File: config.mk
export PLATFORM = sky130hd
export DESIGN_NAME = valve_seat_proving_sequencer
export DESIGN_NICKNAME = d
export VERILOG_FILES = /design/src/core/valve_prove_pkg.sv /design/src/core/second_timer.sv /design/src/core/valve_seat_proving_sequencer.sv
export SDC_FILE = /design/constraint.sdc
export NUM_CORES = 1
export LEC_CHECK = 0
export BUFFER_PORTS_ARGS = -buffer_cell sky130_fd_sc_hd__buf_2
export CAP_MARGIN = 20
export CORE_UTILIZATION = 30
export DETAILED_ROUTE_END_ITERATION = 8
export PLACE_DENSITY = 0.51
export SYNTH_ARGS = -nofsm -noshare
export SYNTH_HDL_FRONTEND = slang
export SYNTH_HIERARCHICAL = 1
export SYNTH_SLANG_ARGS = --single-unit
File: constraint.sdc
create_clock -name sys_clk -period 5.5 [get_ports sys_clk]
set_clock_uncertainty 0.05 [all_clocks]
set_input_delay 1.1 -clock sys_clk [delete_from_list [all_inputs] [get_ports sys_clk]]
set_output_delay 1.1 -clock sys_clk [all_outputs]
set_load 0.05 [all_outputs]
File: src/core/valve_prove_pkg.sv
package valve_prove_pkg;

    localparam int unsigned CLK_HZ         = 10_000_000;
    localparam int unsigned VENT_TIME_S    = 4;
    localparam int unsigned SETTLE_TIME_S  = 3;
    localparam int unsigned FILL_TIME_S    = 4;
    localparam int unsigned TICK_CYCLES    = CLK_HZ;
    localparam int unsigned TICK_W         = 24;

    // Test time code: 0..60 -> seconds, 61..114 -> 70..600 s, 115..164 -> 11..60 min
    localparam int unsigned CODE_W         = 8;
    localparam int unsigned CODE_SEC_MAX   = 60;
    localparam int unsigned CODE_TEN_MAX   = 114;
    localparam int unsigned CODE_MIN_MAX   = 164;
    localparam int unsigned SECS_W         = 12;

    typedef enum logic [2:0] {
        SCHED_NEVER  = 3'h0,
        SCHED_BEFORE = 3'h1,
        SCHED_AFTER  = 3'h2,
        SCHED_BOTH   = 3'h3,
        SCHED_SPLIT  = 3'h4
    } schedule_t;

    localparam schedule_t SCHED_RESET = SCHED_NEVER;

    typedef enum logic [2:0] {
        ST_IDLE     = 3'b000,
        ST_VENT     = 3'b001,
        ST_SETTLE_L = 3'b011,
        ST_WATCH_L  = 3'b010,
        ST_FILL     = 3'b110,
        ST_SETTLE_H = 3'b111,
        ST_WATCH_H  = 3'b101,
        ST_LOCKOUT  = 3'b100
    } state_t;

endpackage

File: src/core/second_timer.sv
`timescale 1ns/1ps
// Counts whole seconds from a restart; done stays high once the target is reached.
module second_timer #(
    parameter int unsigned TICKS  = 10_000_000,
    parameter int unsigned TW     = 24,
    parameter int unsigned SW     = 12
) (
    input  wire logic          sys_clk,
    input  wire logic          rst,
    input  wire logic          restart,
    input  wire logic [SW-1:0] target,
    output logic               done
);
    logic [TW-1:0] tick;
    logic [SW-1:0] secs;

    if (TICKS < 2 || TICKS > (1 << TW)) begin : g_bad_ticks
        $error("second_timer: TICKS does not fit");
    end

    always_ff @(posedge sys_clk or posedge rst) begin
        if (rst) begin
            tick <= '0;
            secs <= '0;
        end else if (restart) begin
            tick <= '0;
            secs <= '0;
        end else if (tick == TW'(TICKS - 1)) begin
            tick <= '0;
            if (secs != target) begin
                secs <= secs + SW'(1);
            end
        end else begin
            tick <= tick + TW'(1);
        end
    end

    // Restart clears the count on the step change edge, so done must not look back at it
    assign done = (secs == target);
endmodule

File: src/core/valve_seat_proving_sequencer.sv
`timescale 1ns/1ps
// Notes on behaviour
// - Five schedules; never is default, no test
// - Before schedule runs alongside pre-purge
// - After schedule runs after run, before dropout
// - Both schedule tests at before and after
// - Split: high test before, low test after
// - Proving enabled only while demand asserted
// - Programmable test duration sets watch time
// - All timings within ten percent tolerance
// - Vent: downstream open four seconds, upstream shut
// - Three second settle, switch ignored
// - Low watch: switch on means lockout
// - Fill: upstream open four seconds, downstream shut
// - Second three second settle, switch ignored
// - High watch: switch off means lockout
// - Six steps in fixed order
// - Test time in 1s/10s/1min steps
module valve_seat_proving_sequencer
    import valve_prove_pkg::*;
#(
    parameter int unsigned TICK_PER_S = TICK_CYCLES
) (
    input  wire logic                          sys_clk,
    input  wire logic                          rst,
    input  wire valve_prove_pkg::schedule_t    schedule,
    input  wire logic [valve_prove_pkg::CODE_W-1:0] test_time_code,
    input  wire logic                          demand,
    input  wire logic                          prepurge_start,
    input  wire logic                          run_end,
    input  wire logic                          seat_pressure_switch,
    output logic                               upstream_valve_out,
    output logic                               downstream_valve_out,
    output logic                               proving_busy,
    output logic                               proving_done,
    output logic                               lockout,
    output logic                               leak_upstream,
    output logic                               leak_downstream
);
    import valve_prove_pkg::*;

    state_t             state;
    state_t             next_state;
    logic [1:0]         sw_sync;
    logic [1:0]         dem_sync;
    logic               sw_level;
    logic               dem_level;
    logic               low_only;
    logic               restart;
    logic               timer_done;
    logic [SECS_W-1:0]  target;
    logic [SECS_W-1:0]  test_secs;
    logic               start_before;
    logic               start_after;

    // Refuse settings that the timer or the test time decode cannot hold
    if (TICK_PER_S < 2 || TICK_PER_S > (1 << TICK_W)) begin : g_bad_tick
        $error("tick count per second does not fit the timer");
    end
    if (CODE_MIN_MAX >= (1 << CODE_W)) begin : g_bad_code
        $error("test time code field too narrow");
    end
    if ((1 << SECS_W) <= 3600) begin : g_bad_secs
        $error("seconds count too narrow for one hour");
    end

    // Two-stage synchronisers for pins; stage 0 feeds stage 1 only
    always_ff @(posedge sys_clk or posedge rst) begin
        if (rst) begin
            sw_sync  <= '0;
            dem_sync <= '0;
        end else begin
            sw_sync  <= {sw_sync[0], seat_pressure_switch};
            dem_sync <= {dem_sync[0], demand};
        end
    end
    assign sw_level  = sw_sync[1];
    assign dem_level = dem_sync[1];

    // Decode test time code into seconds
    always_comb begin
        if (test_time_code <= CODE_W'(CODE_SEC_MAX)) begin
            test_secs = SECS_W'(test_time_code);
        end else if (test_time_code <= CODE_W'(CODE_TEN_MAX)) begin
            test_secs = SECS_W'((32'(test_time_code) - CODE_SEC_MAX) * 10 + 60);
        end else if (test_time_code <= CODE_W'(CODE_MIN_MAX)) begin
            test_secs = SECS_W'((32'(test_time_code) - CODE_TEN_MAX) * 60 + 600);
        end else begin
            // Codes past the top clamp to one hour
            test_secs = SECS_W'(3600);
        end
    end

    // Schedule points; proving needs demand
    assign start_before = prepurge_start && dem_level &&
        (schedule == SCHED_BEFORE || schedule == SCHED_BOTH ||
         schedule == SCHED_SPLIT);
    assign start_after = run_end && dem_level &&
        (schedule == SCHED_AFTER || schedule == SCHED_BOTH ||
         schedule == SCHED_SPLIT);

    // Split mode: remember which half runs this time
    always_ff @(posedge sys_clk or posedge rst) begin
        if (rst) begin
            low_only  <= 1'b0;
        end else if (state == ST_IDLE && (start_before || start_after)) begin
            low_only  <= !start_before && schedule == SCHED_SPLIT;
        end
    end

    always_comb begin
        case (state)
            ST_VENT:                   target = SECS_W'(VENT_TIME_S);
            ST_FILL:                   target = SECS_W'(FILL_TIME_S);
            ST_SETTLE_L, ST_SETTLE_H:  target = SECS_W'(SETTLE_TIME_S);
            ST_WATCH_L, ST_WATCH_H:    target = test_secs;
            default:                   target = '0;
        endcase
    end

    // Timing is clock exact, well within the tolerance band
    second_timer #(
        .TICKS (TICK_PER_S),
        .TW    (TICK_W),
        .SW    (SECS_W)
    ) u_timer (
        .sys_clk (sys_clk),
        .rst     (rst),
        .restart (restart),
        .target  (target),
        .done    (timer_done)
    );

    // Step sequencer; each timed step leaves once its second count is reached
    always_comb begin
        next_state = state;
        case (state)
            ST_IDLE: begin
                if (start_before || start_after) begin
                    // Split before point goes straight to pressurise
                    next_state = (start_before && schedule == SCHED_SPLIT) ?
                                 ST_FILL : ST_VENT;
                end
            end
            ST_VENT:     if (timer_done) next_state = ST_SETTLE_L;
            ST_SETTLE_L: if (timer_done) next_state = ST_WATCH_L;
            ST_WATCH_L: begin
                // Switch level lags its pin by two clocks
                if (sw_level) begin
                    next_state = ST_LOCKOUT;
                end else if (timer_done) begin
                    next_state = low_only ? ST_IDLE : ST_FILL;
                end
            end
            ST_FILL:     if (timer_done) next_state = ST_SETTLE_H;
            ST_SETTLE_H: if (timer_done) next_state = ST_WATCH_H;
            ST_WATCH_H: begin
                if (!sw_level) begin
                    next_state = ST_LOCKOUT;
                end else if (timer_done) begin
                    next_state = ST_IDLE;
                end
            end
            ST_LOCKOUT:  next_state = ST_LOCKOUT;
            default:     next_state = ST_LOCKOUT;
        endcase
    end

    // Any step change restarts the second count
    assign restart = (next_state != state);

    always_ff @(posedge sys_clk or posedge rst) begin
        if (rst) begin
            state <= ST_IDLE;
        end else begin
            state <= next_state;
        end
    end

    // Valve drive straight from flops, closed in every other step
    always_ff @(posedge sys_clk or posedge rst) begin
        if (rst) begin
            upstream_valve_out   <= 1'b0;
            downstream_valve_out <= 1'b0;
        end else begin
            downstream_valve_out <= (next_state == ST_VENT);
            upstream_valve_out   <= (next_state == ST_FILL);
        end
    end

    // Busy and done follow the next state so they line up with the valves
    always_ff @(posedge sys_clk or posedge rst) begin
        if (rst) begin
            proving_busy <= 1'b0;
        end else begin
            proving_busy <= (next_state != ST_IDLE) && (next_state != ST_LOCKOUT);
        end
    end

    always_ff @(posedge sys_clk or posedge rst) begin
        if (rst) begin
            proving_done <= 1'b0;
        end else begin
            proving_done <= (state != ST_IDLE) && (next_state == ST_IDLE);
        end
    end

    // Lockout and its cause latch on entry and hold until reset
    always_ff @(posedge sys_clk or posedge rst) begin
        if (rst) begin
            lockout         <= 1'b0;
            leak_upstream   <= 1'b0;
            leak_downstream <= 1'b0;
        end else if (state != ST_LOCKOUT && next_state == ST_LOCKOUT) begin
            lockout         <= 1'b1;
            leak_upstream   <= (state == ST_WATCH_L);
            leak_downstream <= (state == ST_WATCH_H);
        end
    end
endmodule

==> summary.txt <==
Status
  • Status: complete, but fails checks
  • Failing checks: setup timing

Routing
  • Final wirelength: approximately 12000 µm
  • Number of remaining DRC errors: 0
  • Via Count: 4201
  • DR vias/cell: roughly 4.9
  • First-pass DRT Iterations: 4
  • Drt initial violations: 161
  • Wirelength per Cell: 13.6 µm
  • ANT nets after route: 0

Clocking
  • Clk_lat worst skew: a little under 0.3 ns
  • Clock-pin slew on the worst setup and hold paths: roughly 0.07 ns
  • Hold_buf cts: 0
  • CTS tree: built
  • Clock sink count: between 50 and 60
  • Root Buffer: clkbuf_16
  • H-Tree Depth: 2
  • Inserted Clock Buffers: 5
  • Clock Tree Buf Depth: 2

Die
  • IO Pins: 24
  • Initial Utilization: 0.305
  • Row count: 45
  • Die height: approximately 130 µm
  • Die W: about 130 µm
  • Area of the core: around 15000 µm²
  • DIE AREA: roughly 16000 µm²

Power
  • Leak Pwr: 2.87 nW
  • Cell Pwr Density: 295 nW/µm²
  • Worst vdd ir: 0.159 mV
  • Total power: 0.00192 W

Logic synthesis
  • Ys async rst share: 1.00
  • Area fraction of the dominant cell type after synthesis: 0.276
  • Post-synthesis cell type count: between 60 and 70
  • Mean Syn Cell Area: 8.57 µm²
  • Sequential-to-total area share from yosys stat: 0.276
  • Syn_nets: 602
  • Synth Flop Type: dfrtp_1
  • Mapped Area: ~4600 µm²
  • Yosys warning count: 6
  • Seq cells post-synth: 51
  • Leading area contributor after synthesis: dfrtp_1
  • Top cells by count, synth: inv_1, nor2_1, xnor2_1
  • Largest cells by area after synthesis: dfrtp_1, xnor2_1, ha_1
  • Mapped Cells: 540
  • Post-synth EDFFs: 0

Global route
  • Antenna violations before repair: 0
  • First-pass GRT wire length: 19800 µm
  • Largest net degree at the start of global routing: 37
  • Grt total ovfl: 0
  • GRT Resource Usage Total: 0.151
  • Vias in the first global route: 4199

Timing
  • Fin. max-slew vios: 0
  • Slew @ Worst Pin: just under 0.7 ns
  • RSZ-0062 raised after global routing: true
  • Tmin final: between 6 and 7 ns
  • Slew headroom: 0.542
  • Final Setup Violations: 46
  • Endpoints failing hold: 0
  • Max Fclk: around 160 MHz
  • Final Cycle Share: 1.17
  • Final Worst Setup Slack: -0.921 ns

Cells and area
  • FF+latch area: 1280 µm²
  • Final core utilization: 0.429
  • P&R area growth vs syn: 40.4%
  • Fill count: 1479
  • Multi-input logic area: 3570 µm²
  • Antenna diodes: 0
  • Nets: 726
  • Share of layout cells above drive strength 1: 0.352

Worst setup path
  • FF-to-FF setup slack: roughly 1.3 ns
  • Worst setup path category: in2reg
  • CP peak stage delay: 0.55 ns
  • Slowest CP cell: fa_1
  • CP max FO: 6
  • CP Capture Type: flip-flop
  • CP Launch Type: input pin
  • Arrival time worst endpoint: 6.59 ns
  • Critical Path RT: about 5.7 ns

Placement
  • Detail Placement HPWL: approximately 8500 µm
  • PortBufs: 23
  • Routability Congestion: 0.805
  • Pre-CTS setup slack: -1.44 ns

Hold path
  • Worst hold path class: reg2reg

Run
  • MaxCap Viol Count: 0
[power breakdown]
part / switching, W / internal, W
Combinational: 0.000539 / 0.000595
Sequential: 0.000000931 / 0.000376
Clock: 0.000142 / 0.000264
[cells by family (layout without fill, tap and decap cells)]
logic type / Yosys count / count (layout) / share of synthesized area
multiplexers: 6 / 6 / 0.0146
buffers and inverters: 72 / 195 / 0.0603
AO/OA/AOI/OAI: 106 / 106 / 0.150
AND/OR/NAND/NOR: 189 / 191 / 0.222
flip-flops: 51 / 51 / 0.276
XOR/XNOR: 71 / 71 / 0.141
adder cells (fa/ha/maj): 45 / 45 / 0.136
[worst paths after layout]
check / to / from / depth (start not counted)
min in group asynchronous: state[1]$_DFF_PP0_ / rst / 2
worst max register to register: u_timer/tick[2]$_DFF_PP0_ / state[2]$_DFF_PP0_ / 19
worst max-delay path: u_timer/tick[2]$_DFF_PP0_ / test_time_code[2] / 34
max in group asynchronous: u_timer/secs[7]$_DFFE_PP0P_ / rst / 3
worst min-delay path: dem_sync[1]$_DFF_PP0_ / dem_sync[0]$_DFF_PP0_ / 0
worst min register to register: dem_sync[1]$_DFF_PP0_ / dem_sync[0]$_DFF_PP0_ / 0
[final cells by class]
| cell class | count | share of cell area |
|---|---|---|
| Clock inverter | 3 | 0.0110 |
| Clock buffer | 5 | 0.0193 |
| Tap cell | 188 | 0.0362 |
| Inverter | 53 | 0.0316 |
| Timing Repair Buffer | 134 | 0.156 |
| Multi-Input combinational cell | 419 | 0.550 |
| Sequential cell | 51 | 0.196 |
[stage by stage]
step                instances  TNS [ns]  hold WS (ns)  area [µm²]
floorplan                 540    -56.68         0.281        4870
global placement          815    -52.62         0.282        5720
detailed placement        815    -59.29         0.287        5720
CTS                       837    -36.10         0.303        6140
global route              853    -49.00         0.316        6490
finish                    853    -36.18         0.301        6490
[repair_timing]
action                                  in CTS  in global routing
pin swaps                                   22                 38
setup buffers                               11                 19
endpoints found under the setup margin      46                 46
cloned                                       3                  0
gates resized for setup                     26                 54
[routing by layer]
metal,share of wire,GRT usage,up-vias
met4,0.011,0.0468,0
met2,0.48,0.255,36
met3,0.013,0.0123,9
li1,-,-,2148
met1,0.50,0.204,2008
met5,0,0,-
[registers in the layout, indices dropped and copies added (netlist names)]
signal and flops:
u_timer/tick 24, u_timer/secs 12, state 3, dem_sync 2, sw_sync 2, downstream_valve_out 1, leak_downstream 1, leak_upstream 1
lockout 1, low_only 1, proving_busy 1, proving_done 1, upstream_valve_out 1
[placed cells by master (no fill, tap or decap), types with 4 or more instances in the layout]
cell type	n
a21o_1	5
a21oi_2	8
a21oi_1	21
nor2b_1	8
and4_1	4
and3_1	6
xnor2_1	45
buf_2	22
ha_4	8
xnor2_4	4
xor2_1	15
nor3_1	9
inv_1	44
nor2_2	12
buf_4	97
nand2b_1	4
xnor2_2	4
a22oi_1	6
ha_1	27
inv_2	7
or4_1	7
o21ai_0	23
dfrtp_1	51
nand2b_4	6
nand3_1	19
clkbuf_16	5
nand2_1	25
buf_6	14
nor4_1	9
o31ai_1	7
nor2_1	40
fa_1	9
nand4_1	10
a211oi_1	4
[critical path, delay by kind of cell]
| kind | cells | cell delay, ns |
|---|---|---|
| buf+inv | 12 | 1.41 |
| compound gates | 8 | 1.60 |
| xor+xnor | 5 | 0.72 |
| fa+ha+maj | 3 | 1.03 |
| simple gates | 6 | 0.73 |
(Power assumes the default switching activity.)
